==> src/coex_defs.svh <==
// Constants for the radio coexistence handshake block.
// Assumes a 250 MHz system clock and a 32-bit AXI4-Lite register bus.
`ifndef COEX_DEFS_SVH
`define COEX_DEFS_SVH

// Register indices; the byte address is four times the index.
`define COEX_IDX_GRANT 14'hF12
`define COEX_IDX_SWITCH 14'hF13
`define COEX_IDX_CTRL 14'hF14
`define COEX_IDX_CMD 14'hF15
`define COEX_IDX_STAT 14'hF16

`define COEX_ADDR_W 16
`define COEX_GRANT_RST 8'h31
`define COEX_SWITCH_RST 8'h13

// Control register fields.
`define COEX_CTRL_MODE 1:0
`define COEX_CTRL_HIPRIO 2
`define COEX_CTRL_OVERLAP 3
// Command register fields.
`define COEX_CMD_START 0
`define COEX_CMD_PRIO 1
`define COEX_CMD_DIR 2
`define COEX_CMD_END 3
// Status register fields.
`define COEX_STAT_REFUSED 2

// One microsecond of the system clock.
`define COEX_TICK_US 1
`define COEX_CLK_MHZ 250
`define COEX_TICK_CYCLES (`COEX_TICK_US * `COEX_CLK_MHZ)
`define COEX_TICK_LAST 8'(`COEX_TICK_CYCLES - 1)
`define COEX_US_MAX 9'h1FF

`define COEX_RESP_OKAY 2'h0
`define COEX_RESP_SLVERR 2'h2

`endif

==> src/coex_pkg.sv <==
// Types shared by the radio coexistence handshake block.
// Assumes coex_defs.svh supplies the numeric constants.
package coex_pkg;

	typedef enum logic [1:0] {
		MODE_OFF,
		MODE_TWO,
		MODE_THREE,
		MODE_FOUR
	} mode_e;

	typedef enum logic [1:0] {
		ST_IDLE,
		ST_REQ,
		ST_ACT
	} state_e;

endpackage : coex_pkg

==> src/radio_coexistence_handshake.sv <==
// Coexistence handshake with a neighbouring WLAN controller, AXI4-Lite slave.
// Assumes all inputs are synchronous to aclk and a 250 MHz clock.
`timescale 1ns/1ps
`include "coex_defs.svh"

// Overview of operation
// Two, three or four wire modes selectable.
// Fixed trio pins; four-wire adds overlap.
// Peer holds busy during its packets.
// Busy shown to software, which avoids sending.
// Two-wire: priority high during high-priority activity.
// Peer defers while priority is asserted.
// Request spans transaction, rises grant delay early.
// Status equals priority when request rises.
// After switch delay status shows direction.
// Direction updates reach status before packets.
// Overlap output set by software.
// Peer settles refusal within grant delay.
// Refusal sampled at grant delay stops transaction.
// Grant delay field resets to 0x31.
// Switch delay field resets to 0x13.
// Microsecond tick times delay plus one.
// Request and status drop at end or refusal.
module radio_coexistence_handshake
	import coex_pkg::*;
(
	input wire logic aclk,
	input wire logic aresetn,
	input wire logic ce,
	input wire logic [`COEX_ADDR_W-1:0] awaddr,
	input wire logic [2:0] awprot,
	input wire logic awvalid,
	output logic awready,
	input wire logic [31:0] wdata,
	input wire logic [3:0] wstrb,
	input wire logic wvalid,
	output logic wready,
	output logic [1:0] bresp,
	output logic bvalid,
	input wire logic bready,
	input wire logic [`COEX_ADDR_W-1:0] araddr,
	input wire logic [2:0] arprot,
	input wire logic arvalid,
	output logic arready,
	output logic [31:0] rdata,
	output logic [1:0] rresp,
	output logic rvalid,
	input wire logic rready,
	input wire logic peer_busy_in,
	input wire logic coexist_refusal_in,
	output logic radio_priority_out,
	output logic radio_request_out,
	output logic radio_status_out,
	output logic radio_overlap_out
);

	logic awready_q, wready_q, bvalid_q, arready_q, rvalid_q;
	logic [1:0] bresp_q, rresp_q;
	logic [31:0] rdata_q;
	logic [7:0] grant_q, switch_q;
	mode_e mode_q;
	logic hiprio_q, overlap_q, dir_q, dir_d, txn_prio_q;
	logic refused_q, busy_q, dir_phase_q, dir_phase_d;
	state_e state_q, state_d;
	logic [7:0] tick_cnt_q;
	logic [8:0] us_cnt_q;
	logic prio_out_q, req_out_q, stat_out_q, ovl_out_q;
	logic req_d, stat_d;

	// Bus decode. Address and data are taken together, in the same cycle.
	wire [13:0] aw_idx = awaddr[`COEX_ADDR_W-1:2];
	wire [13:0] ar_idx = araddr[`COEX_ADDR_W-1:2];
	wire wr_go = ce && awvalid && wvalid && !awready_q && !bvalid_q;
	wire wr_en = ce && awready_q && wstrb[0];
	wire rd_go = ce && arvalid && !arready_q && !rvalid_q;
	wire wr_grant = wr_en && aw_idx == `COEX_IDX_GRANT;
	wire wr_switch = wr_en && aw_idx == `COEX_IDX_SWITCH;
	wire wr_ctrl = wr_en && aw_idx == `COEX_IDX_CTRL;
	wire wr_cmd = wr_en && aw_idx == `COEX_IDX_CMD;
	wire wr_stat = wr_en && aw_idx == `COEX_IDX_STAT;
	wire aw_hit = aw_idx >= `COEX_IDX_GRANT && aw_idx <= `COEX_IDX_STAT;
	wire ar_hit = ar_idx >= `COEX_IDX_GRANT && ar_idx <= `COEX_IDX_STAT;
	wire [31:0] ctrl_rd = {28'h0, overlap_q, hiprio_q, mode_q};
	wire [31:0] cmd_rd = {29'h0, dir_q, txn_prio_q, 1'b0};
	wire [31:0] stat_rd = {26'h0, dir_phase_q, busy_q, state_q == ST_ACT,
		refused_q, stat_out_q, req_out_q};
	wire [31:0] rd_data =
		ar_idx == `COEX_IDX_GRANT ? {24'h0, grant_q} :
		ar_idx == `COEX_IDX_SWITCH ? {24'h0, switch_q} :
		ar_idx == `COEX_IDX_CTRL ? ctrl_rd :
		ar_idx == `COEX_IDX_CMD ? cmd_rd :
		ar_idx == `COEX_IDX_STAT ? stat_rd : 32'h0;

	// Transaction timing on a microsecond tick restarted at request rise.
	wire tick = tick_cnt_q == `COEX_TICK_LAST;
	wire wire3 = mode_q == MODE_THREE || mode_q == MODE_FOUR;
	wire start_w = wr_cmd && wdata[`COEX_CMD_START] && state_q == ST_IDLE
		&& wire3;
	wire end_w = (wr_cmd && wdata[`COEX_CMD_END]) || !wire3;
	wire sample_now = state_q == ST_REQ && tick
		&& us_cnt_q == {1'b0, grant_q};
	wire switch_now = state_q != ST_IDLE && tick
		&& us_cnt_q == {1'b0, switch_q};
	wire refuse_w = sample_now && coexist_refusal_in;
	wire stop_w = refuse_w || (state_q != ST_IDLE && end_w);

	always_comb begin
		state_d = state_q;
		dir_d = (wr_cmd) ? wdata[`COEX_CMD_DIR] : dir_q;
		dir_phase_d = dir_phase_q || switch_now;
		req_d = req_out_q;
		stat_d = dir_phase_d ? dir_d : txn_prio_q;
		case (state_q)
			ST_IDLE: begin
				dir_phase_d = 1'b0;
				req_d = 1'b0;
				stat_d = 1'b0;
				if (start_w) begin
					state_d = ST_REQ;
					req_d = 1'b1;
					stat_d = wdata[`COEX_CMD_PRIO];
				end
			end
			ST_REQ: begin
				if (sample_now && !coexist_refusal_in) begin
					state_d = ST_ACT;
				end
			end
			ST_ACT: begin
			end
			default: begin
				state_d = ST_IDLE;
			end
		endcase
		if (stop_w) begin
			state_d = ST_IDLE;
			req_d = 1'b0;
			stat_d = 1'b0;
			dir_phase_d = 1'b0;
		end
	end

	always_ff @(posedge aclk) begin
		if (!aresetn) begin
			awready_q <= 1'b0;
			wready_q <= 1'b0;
			bvalid_q <= 1'b0;
			bresp_q <= `COEX_RESP_OKAY;
			arready_q <= 1'b0;
			rvalid_q <= 1'b0;
			rresp_q <= `COEX_RESP_OKAY;
			rdata_q <= 32'h0;
		end else if (ce) begin
			awready_q <= wr_go;
			wready_q <= wr_go;
			arready_q <= rd_go;
			if (awready_q) begin
				bvalid_q <= 1'b1;
				bresp_q <= aw_hit ? `COEX_RESP_OKAY : `COEX_RESP_SLVERR;
			end else if (bready) begin
				bvalid_q <= 1'b0;
			end
			if (arready_q) begin
				rvalid_q <= 1'b1;
				rdata_q <= rd_data;
				rresp_q <= ar_hit ? `COEX_RESP_OKAY : `COEX_RESP_SLVERR;
			end else if (rready) begin
				rvalid_q <= 1'b0;
			end
		end
	end

	always_ff @(posedge aclk) begin
		if (!aresetn) begin
			grant_q <= `COEX_GRANT_RST;
			switch_q <= `COEX_SWITCH_RST;
			mode_q <= MODE_OFF;
			hiprio_q <= 1'b0;
			overlap_q <= 1'b0;
		end else if (ce) begin
			if (wr_grant) begin
				grant_q <= wdata[7:0];
			end
			if (wr_switch) begin
				switch_q <= wdata[7:0];
			end
			if (wr_ctrl) begin
				mode_q <= mode_e'(wdata[`COEX_CTRL_MODE]);
				hiprio_q <= wdata[`COEX_CTRL_HIPRIO];
				overlap_q <= wdata[`COEX_CTRL_OVERLAP];
			end
		end
	end

	always_ff @(posedge aclk) begin
		if (!aresetn) begin
			state_q <= ST_IDLE;
			dir_q <= 1'b0;
			txn_prio_q <= 1'b0;
			dir_phase_q <= 1'b0;
			refused_q <= 1'b0;
			busy_q <= 1'b0;
			tick_cnt_q <= 8'h0;
			us_cnt_q <= 9'h0;
		end else if (ce) begin
			state_q <= state_d;
			dir_q <= dir_d;
			dir_phase_q <= dir_phase_d;
			busy_q <= peer_busy_in;
			if (start_w) begin
				txn_prio_q <= wdata[`COEX_CMD_PRIO];
			end
			// A refusal in the clearing cycle still sets the flag.
			if (refuse_w) begin
				refused_q <= 1'b1;
			end else if (wr_stat && wdata[`COEX_STAT_REFUSED]) begin
				refused_q <= 1'b0;
			end
			if (start_w || tick) begin
				tick_cnt_q <= 8'h0;
			end else begin
				tick_cnt_q <= tick_cnt_q + 8'h1;
			end
			if (start_w) begin
				us_cnt_q <= 9'h0;
			end else if (tick && us_cnt_q != `COEX_US_MAX) begin
				us_cnt_q <= us_cnt_q + 9'h1;
			end
		end
	end

	always_ff @(posedge aclk) begin
		if (!aresetn) begin
			prio_out_q <= 1'b0;
			req_out_q <= 1'b0;
			stat_out_q <= 1'b0;
			ovl_out_q <= 1'b0;
		end else if (ce) begin
			prio_out_q <= mode_q == MODE_TWO && hiprio_q;
			req_out_q <= req_d;
			stat_out_q <= stat_d;
			ovl_out_q <= mode_q == MODE_FOUR && overlap_q;
		end
	end

	assign awready = awready_q;
	assign wready = wready_q;
	assign bvalid = bvalid_q;
	assign bresp = bresp_q;
	assign arready = arready_q;
	assign rvalid = rvalid_q;
	assign rdata = rdata_q;
	assign rresp = rresp_q;
	assign radio_priority_out = prio_out_q;
	assign radio_request_out = req_out_q;
	assign radio_status_out = stat_out_q;
	assign radio_overlap_out = ovl_out_q;
endmodule : radio_coexistence_handshake

==> config.mk <==
export PLATFORM = sky130hd
export DESIGN_NAME = radio_coexistence_handshake
export DESIGN_NICKNAME = d
export VERILOG_FILES = /design/src/coex_pkg.sv /design/src/radio_coexistence_handshake.sv
export VERILOG_INCLUDE_DIRS = /design/src
export SDC_FILE = /design/constraint.sdc
export NUM_CORES = 1
export LEC_CHECK = 0
export BUFFER_PORTS_ARGS = -buffer_cell sky130_fd_sc_hd__buf_2
export CAP_MARGIN = 20
export CORE_MARGIN = 2
export CORE_UTILIZATION = 45
export CTS_BUF_LIST = sky130_fd_sc_hd__clkbuf_16
export CTS_CLUSTER_DIAMETER = 50
export DETAILED_ROUTE_END_ITERATION = 10
export GPL_TIMING_DRIVEN = 0
export PLACE_DENSITY_LB_ADDON = 0.15
export RECOVER_POWER = 50
export SLEW_MARGIN = 25
export SYNTH_ARGS = -nofsm -noshare
export SYNTH_HDL_FRONTEND = slang
export SYNTH_SLANG_ARGS = --single-unit
==> constraint.sdc <==
create_clock -name aclk -period 1.9 [get_ports aclk]
set_input_delay 0.19 -clock aclk [delete_from_list [all_inputs] [get_ports aclk]]
set_output_delay 0.19 -clock aclk [all_outputs]
set_load 0.05 [all_outputs]
* After elaboration in Yosys (flattened, before gate mapping)
Cells that the tools add are included.
** Storage, ports and cells
- Flip-flop bits (word level) :: 88
- Word-level logic and storage cells :: 143
** Cells by class
- Add/sub/neg operators :: 2
- Order comparisons :: 4
- Eq/ne operators :: 22
- Mux-type cells :: 30
- Reductions and logical operators :: 61
** Operators with widths (number)
- equality test 14 x 12 -> 1 bit (second input constant) :: 10
- logical AND 1 bit :: 31
- >= comparator 14 x 12 -> 1 bit (second input constant) :: 2
- <= comparator 14 x 12 -> 1 bit (second input constant) :: 2
- two-way mux 8 bit :: 3
- AND reduction 2 bit :: 11
- equality test 9 x 8 -> 1 bit :: 2
- two-way mux 6 bit :: 3
- two-way mux 9 bit :: 2
- two-way mux 1 bit :: 16
- nonzero test 2 bit :: 6
- two-way mux 2 bit :: 5
- adder 9 x 1 -> 9 bit (second input constant) :: 1
- inequality test 9 bit (second input constant) :: 1
- adder 8 x 1 -> 8 bit (second input constant) :: 1
- equality test 8 bit (second input constant) :: 1
- equality test 2 bit (second input constant) :: 3
- zero test 1 bit :: 6
- case mux 2 bit (3 select lines) :: 1
- logical OR 1 bit :: 5
- equality test 2 x 1 -> 1 bit (second input constant) :: 2
- AND reduction 4 bit :: 1
- inequality test 3 x 2 -> 1 bit (second input constant) :: 1
- inequality test 3 bit (second input constant) :: 1
- 2 further kinds :: 2

* Longest topological paths before layout
- Word-level depth :: 9
- Mapped depth :: 9
- Gate-level depth less buffers :: 9

* Worst setup path before layout
Ideal clock, no wire load.
- Kind :: register to register
- Start :: register, netlist name wready
- End :: register us_cnt_q[4]
- Setup time :: 132 ps
- Arrival :: 1873 ps
- Path slack :: -105 ps
- Cell stages (with the launch flop) :: 7
- Period minus slack after synthesis :: 2005 ps
- Cell sequence :: dfxtp_1 -> and4b_1 -> nand3b_2 -> or3_1 -> clkbuf_1 -> a31oi_1 -> nor3_1
** RTL lines
- end signal, assigned :: line radio_coexistence_handshake.sv:227 : us_cnt_q <= us_cnt_q + 9'h1;
- end, declared :: line radio_coexistence_handshake.sv:66 : logic [8:0] us_cnt_q;

* Worst setup path in the final report
- Start :: register us_cnt_q[0]
- End :: register us_cnt_q[7]
** Between the ends
- Word-level cells in the longest chain between the ends :: 4
- Elaborated cells between the ends (all ways) :: 7
- Classes of those cells :: 1 x add/sub; 1 x eq/ne; 2 x mux; 3 x reduce/logical
** Ends and longest elaborated chain
- branches (longest 4 deep; another with adder 9 x 1 -> 9 bit)
Several ways; the timed one is not identified. The select of a mux whose other input is x is not followed.
A chain may end at the register's enable or synchronous reset.

==> results.md <==
- Top FF cell, synth: dfxtp_1
- Sequential-to-total area share from yosys stat: a little under two fifths
- Final Critical Period: approximately 2.0 ns
- Initial Utilization: about 47%
- DIE WIDTH: roughly 91 um
- Slowest stage delay, CP: ~0.35 ns
- Pwr/cell area: about 730 nW/um2
- Post-route ant nets: 0
- Share of cells above drive strength 1: a little over a quarter
- Req. time, crit path: roughly 2.1 ns
- Clk buf depth: 2
- CP max FO: 5
- Total Die Area: around 8000 um2
- Grt ovf: 0
- DR iter-0 viols: about 220
- N_diodes: 0
- Yosys Warn Count: 0
- Slowest CP cell: dfxtp_4
- Clock root buffer master: clkbuf_16
- Avg Inst Size Synth: 8.277 um2
- Pre-Repair DR Iteration Count: 5
- Startpoint Class: register
- CTS Buf Count: 9
- Clock sinks: 62
- Vias per inst: roughly 5.4
- Crit path cell chain: ha_4 > and3_4 > and3_4 > and3_4 > ha_4 > nor3_4 > nand4_1 > xor2_1 > nor2_1
- Post-synth EDFFs: 0
- Skew-Pair Late Insertion Delay: around 0.33 ns
- GPL Wtd Cong: about 0.87
- CP most frequent cell: and3_4
- Critical Path Sink Type: register
- Initial antenna violation count: 0
- Cell Rows: 31
- Setup TNS: -0.05243 ns
- Setup repair after global routing missed its margin: true
- Clock Skews: about 0.0066 ns
- Hpwl dp: ~7 mm
- Synth unique cells: 53
- Peak supply drop: 0.5081 mV
- Worst path bufs/invs: 0
- Top cell type's share of synthesized area: 36.75%
- Worst path top cell family by delay: simple AND/OR/NAND/NOR gates
- # setup viols final: 1
- Core ar.: 7253 um2
- Hold slack final: about 0.10 ns
- Run status: complete, but fails checks
- Gr usage total: 22.78%
- H-tree Lvls: 3
- Die H: a little over 90 um
- Synth Register Bits: 62
- Slew Limit Fails: 0
- Worst hold path type: primary input to register
- Routed WL per cell: 15.43 um
- Post-synth top area cell: dfxtp_1
- Worst Tran Pin Value: ~0.65 ns
- First-pass GRT wire length: around 15 mm
- Area Overhead vs Synth: 29.20%
- # IOs: ~130
- Final wirelength: ~9.5 mm
- Fmax: around 510 MHz
- Max Cap Viol: 0
- LEAKAGE: around 2.0 nW
- CP Data Arrival Time: approximately 2.2 ns
- Cell count after synthesis: 408
- Period utilization: 102.8%
- CTS tree: yes
- Failing checks: setup timing
- Pin count of the biggest net entering global routing: 12
- Synthesized area: roughly 3400 um2
- # port buffers: 62
- DRC: 0
- Vias: approximately 3400
- Critical path type: register to register
- Worst-path clk slew: roughly 0.060 ns
- Final net count: 602
- Rel. slew slack: 56.38%
- Hold Violations, Final: 0
- Post-synth ARST share: 0%
- Final WS setup: -0.05243 ns
- Vias in the first global route: between 3000 and 4000
- Ranking of synthesized cells by area: dfxtp_1, mux2i_1, buf_4
## state kept, by name, indices dropped and copies added, names as in the netlist, 2 cells and up
| signal | cells |
|---|---|
| mode_q | 2 |
| us_cnt_q | 9 |
| switch_q | 8 |
| grant_q | 8 |
| tick_cnt_q | 8 |
| rdata | 8 |
| state_q | 2 |
## cell type report
type                       count  area [um2]
multi-input combinational    320        2039
inverter                       7       26.28
timing repair buffer          71       377.9
fill                         670        2890
clock inverter                 7       42.54
clock buffer                   9       225.2
tap                           99       123.9
sequential                    62        1254
buffer                        43       274.0
## worst min-delay path, cell delays in order
cell and delay (ns):
buf_2 0.09, mux2i_1 0.06, nand2_1 0.06
## routing by layer
layer  up-vias  share of wire (%)  track usage, %
met4         0                2.6           9.872
met3        26                7.1           3.255
li1       1604                  -               -
met2       161                 49           39.18
met1      1567                 42           28.33
met5         -                  0               0
## cells in the mapped netlist, drive strengths merged (2+ instances only)
master / instances
o211ai: 3
mux2i: 23
o31ai: 2
a211oi: 4
clkbuf: 10
a21oi: 28
nor4: 2
a22o: 2
a32oi: 2
o22ai: 5
and4b: 4
or3: 6
xor2: 12
dfxtp: 62
nor3: 12
nand3b: 3
nand3: 7
buf: 34
nand4: 15
o21ai: 13
and3: 7
a31oi: 7
nor2: 52
ha: 4
xnor2: 14
a211o: 2
and4bb: 3
nand2: 41
inv: 5
nor2b: 4
and2: 4
or4: 2
clkinv: 2
## timing repair
action	in CTS	in global routing
hold endpoints to repair	0	0
buffers inserted	4	5
hold buffers	0	0
pin swaps	3	9
endpoints found under the setup margin	15	20
gates resized for setup	14	11
## stage by stage
stage | power (W) | utilization (%) | cells | instance area [um2] | setup slack, ns
2_1_floorplan | 0.001624 | - | 433 | 3481 | 0.003991
6_report | 0.003179 | 60.15 | 618 | 4363 | -0.05243
3_3_place_gp | 0.001722 | 53.98 | 594 | 3915 | -0.2847
5_1_grt | 0.003276 | 60.15 | 618 | 4363 | -0.1135
4_1_cts | 0.003178 | 58.98 | 614 | 4278 | -0.01967
3_5_place_dp | 0.001726 | 53.98 | 594 | 3915 | -0.2927
## report_power, final
part	total [W]	internal, W	switching (W)
registers	0.00132	0.00131	0.0000111
logic	0.000383	0.000116	0.000267
clock network	0.00147	0.000871	0.000603
## cells in the final DEF, fill, tap and decap left out, types with 4 or more instances in the layout
cell type	n
a31oi_1	7
clkbuf_16	9
nor3_1	9
and3_1	4
buf_4	38
conb_1	26
clkbuf_1	9
o21ai_1	5
a211oi_1	4
nand3_1	7
and4b_1	4
o21ai_0	7
or3_1	4
xnor2_1	14
o22ai_1	5
nor2_1	50
buf_2	65
inv_1	6
mux2i_1	23
dfxtp_1	56
xor2_1	12
nand4_1	15
nor2b_1	4
a21oi_1	27
dfxtp_2	4
nand2_1	40
and2_1	4
## kinds of logic after synthesis
family | share of synthesized area [%]
flops | 36.75
mux | 7.151
simple gates | 25.68
fa+ha+maj | 1.482
xor+xnor | 6.743
compound gates | 13.08
other cells | 0.1110
buf+inv | 9.004
## final timing paths
kind / start / cells after the start / to / slack (ns)
min: wdata[5] / 3 / grant_q[5] / 0.10
max: us_cnt_q[0] / 9 / us_cnt_q[7] / -0.05
max reg2reg: us_cnt_q[0] / 9 / us_cnt_q[7] / -0.05
min reg2reg: rdata[0] / 2 / rdata[0] / 0.46
Note: power is estimated with default switching activity, not from simulation.
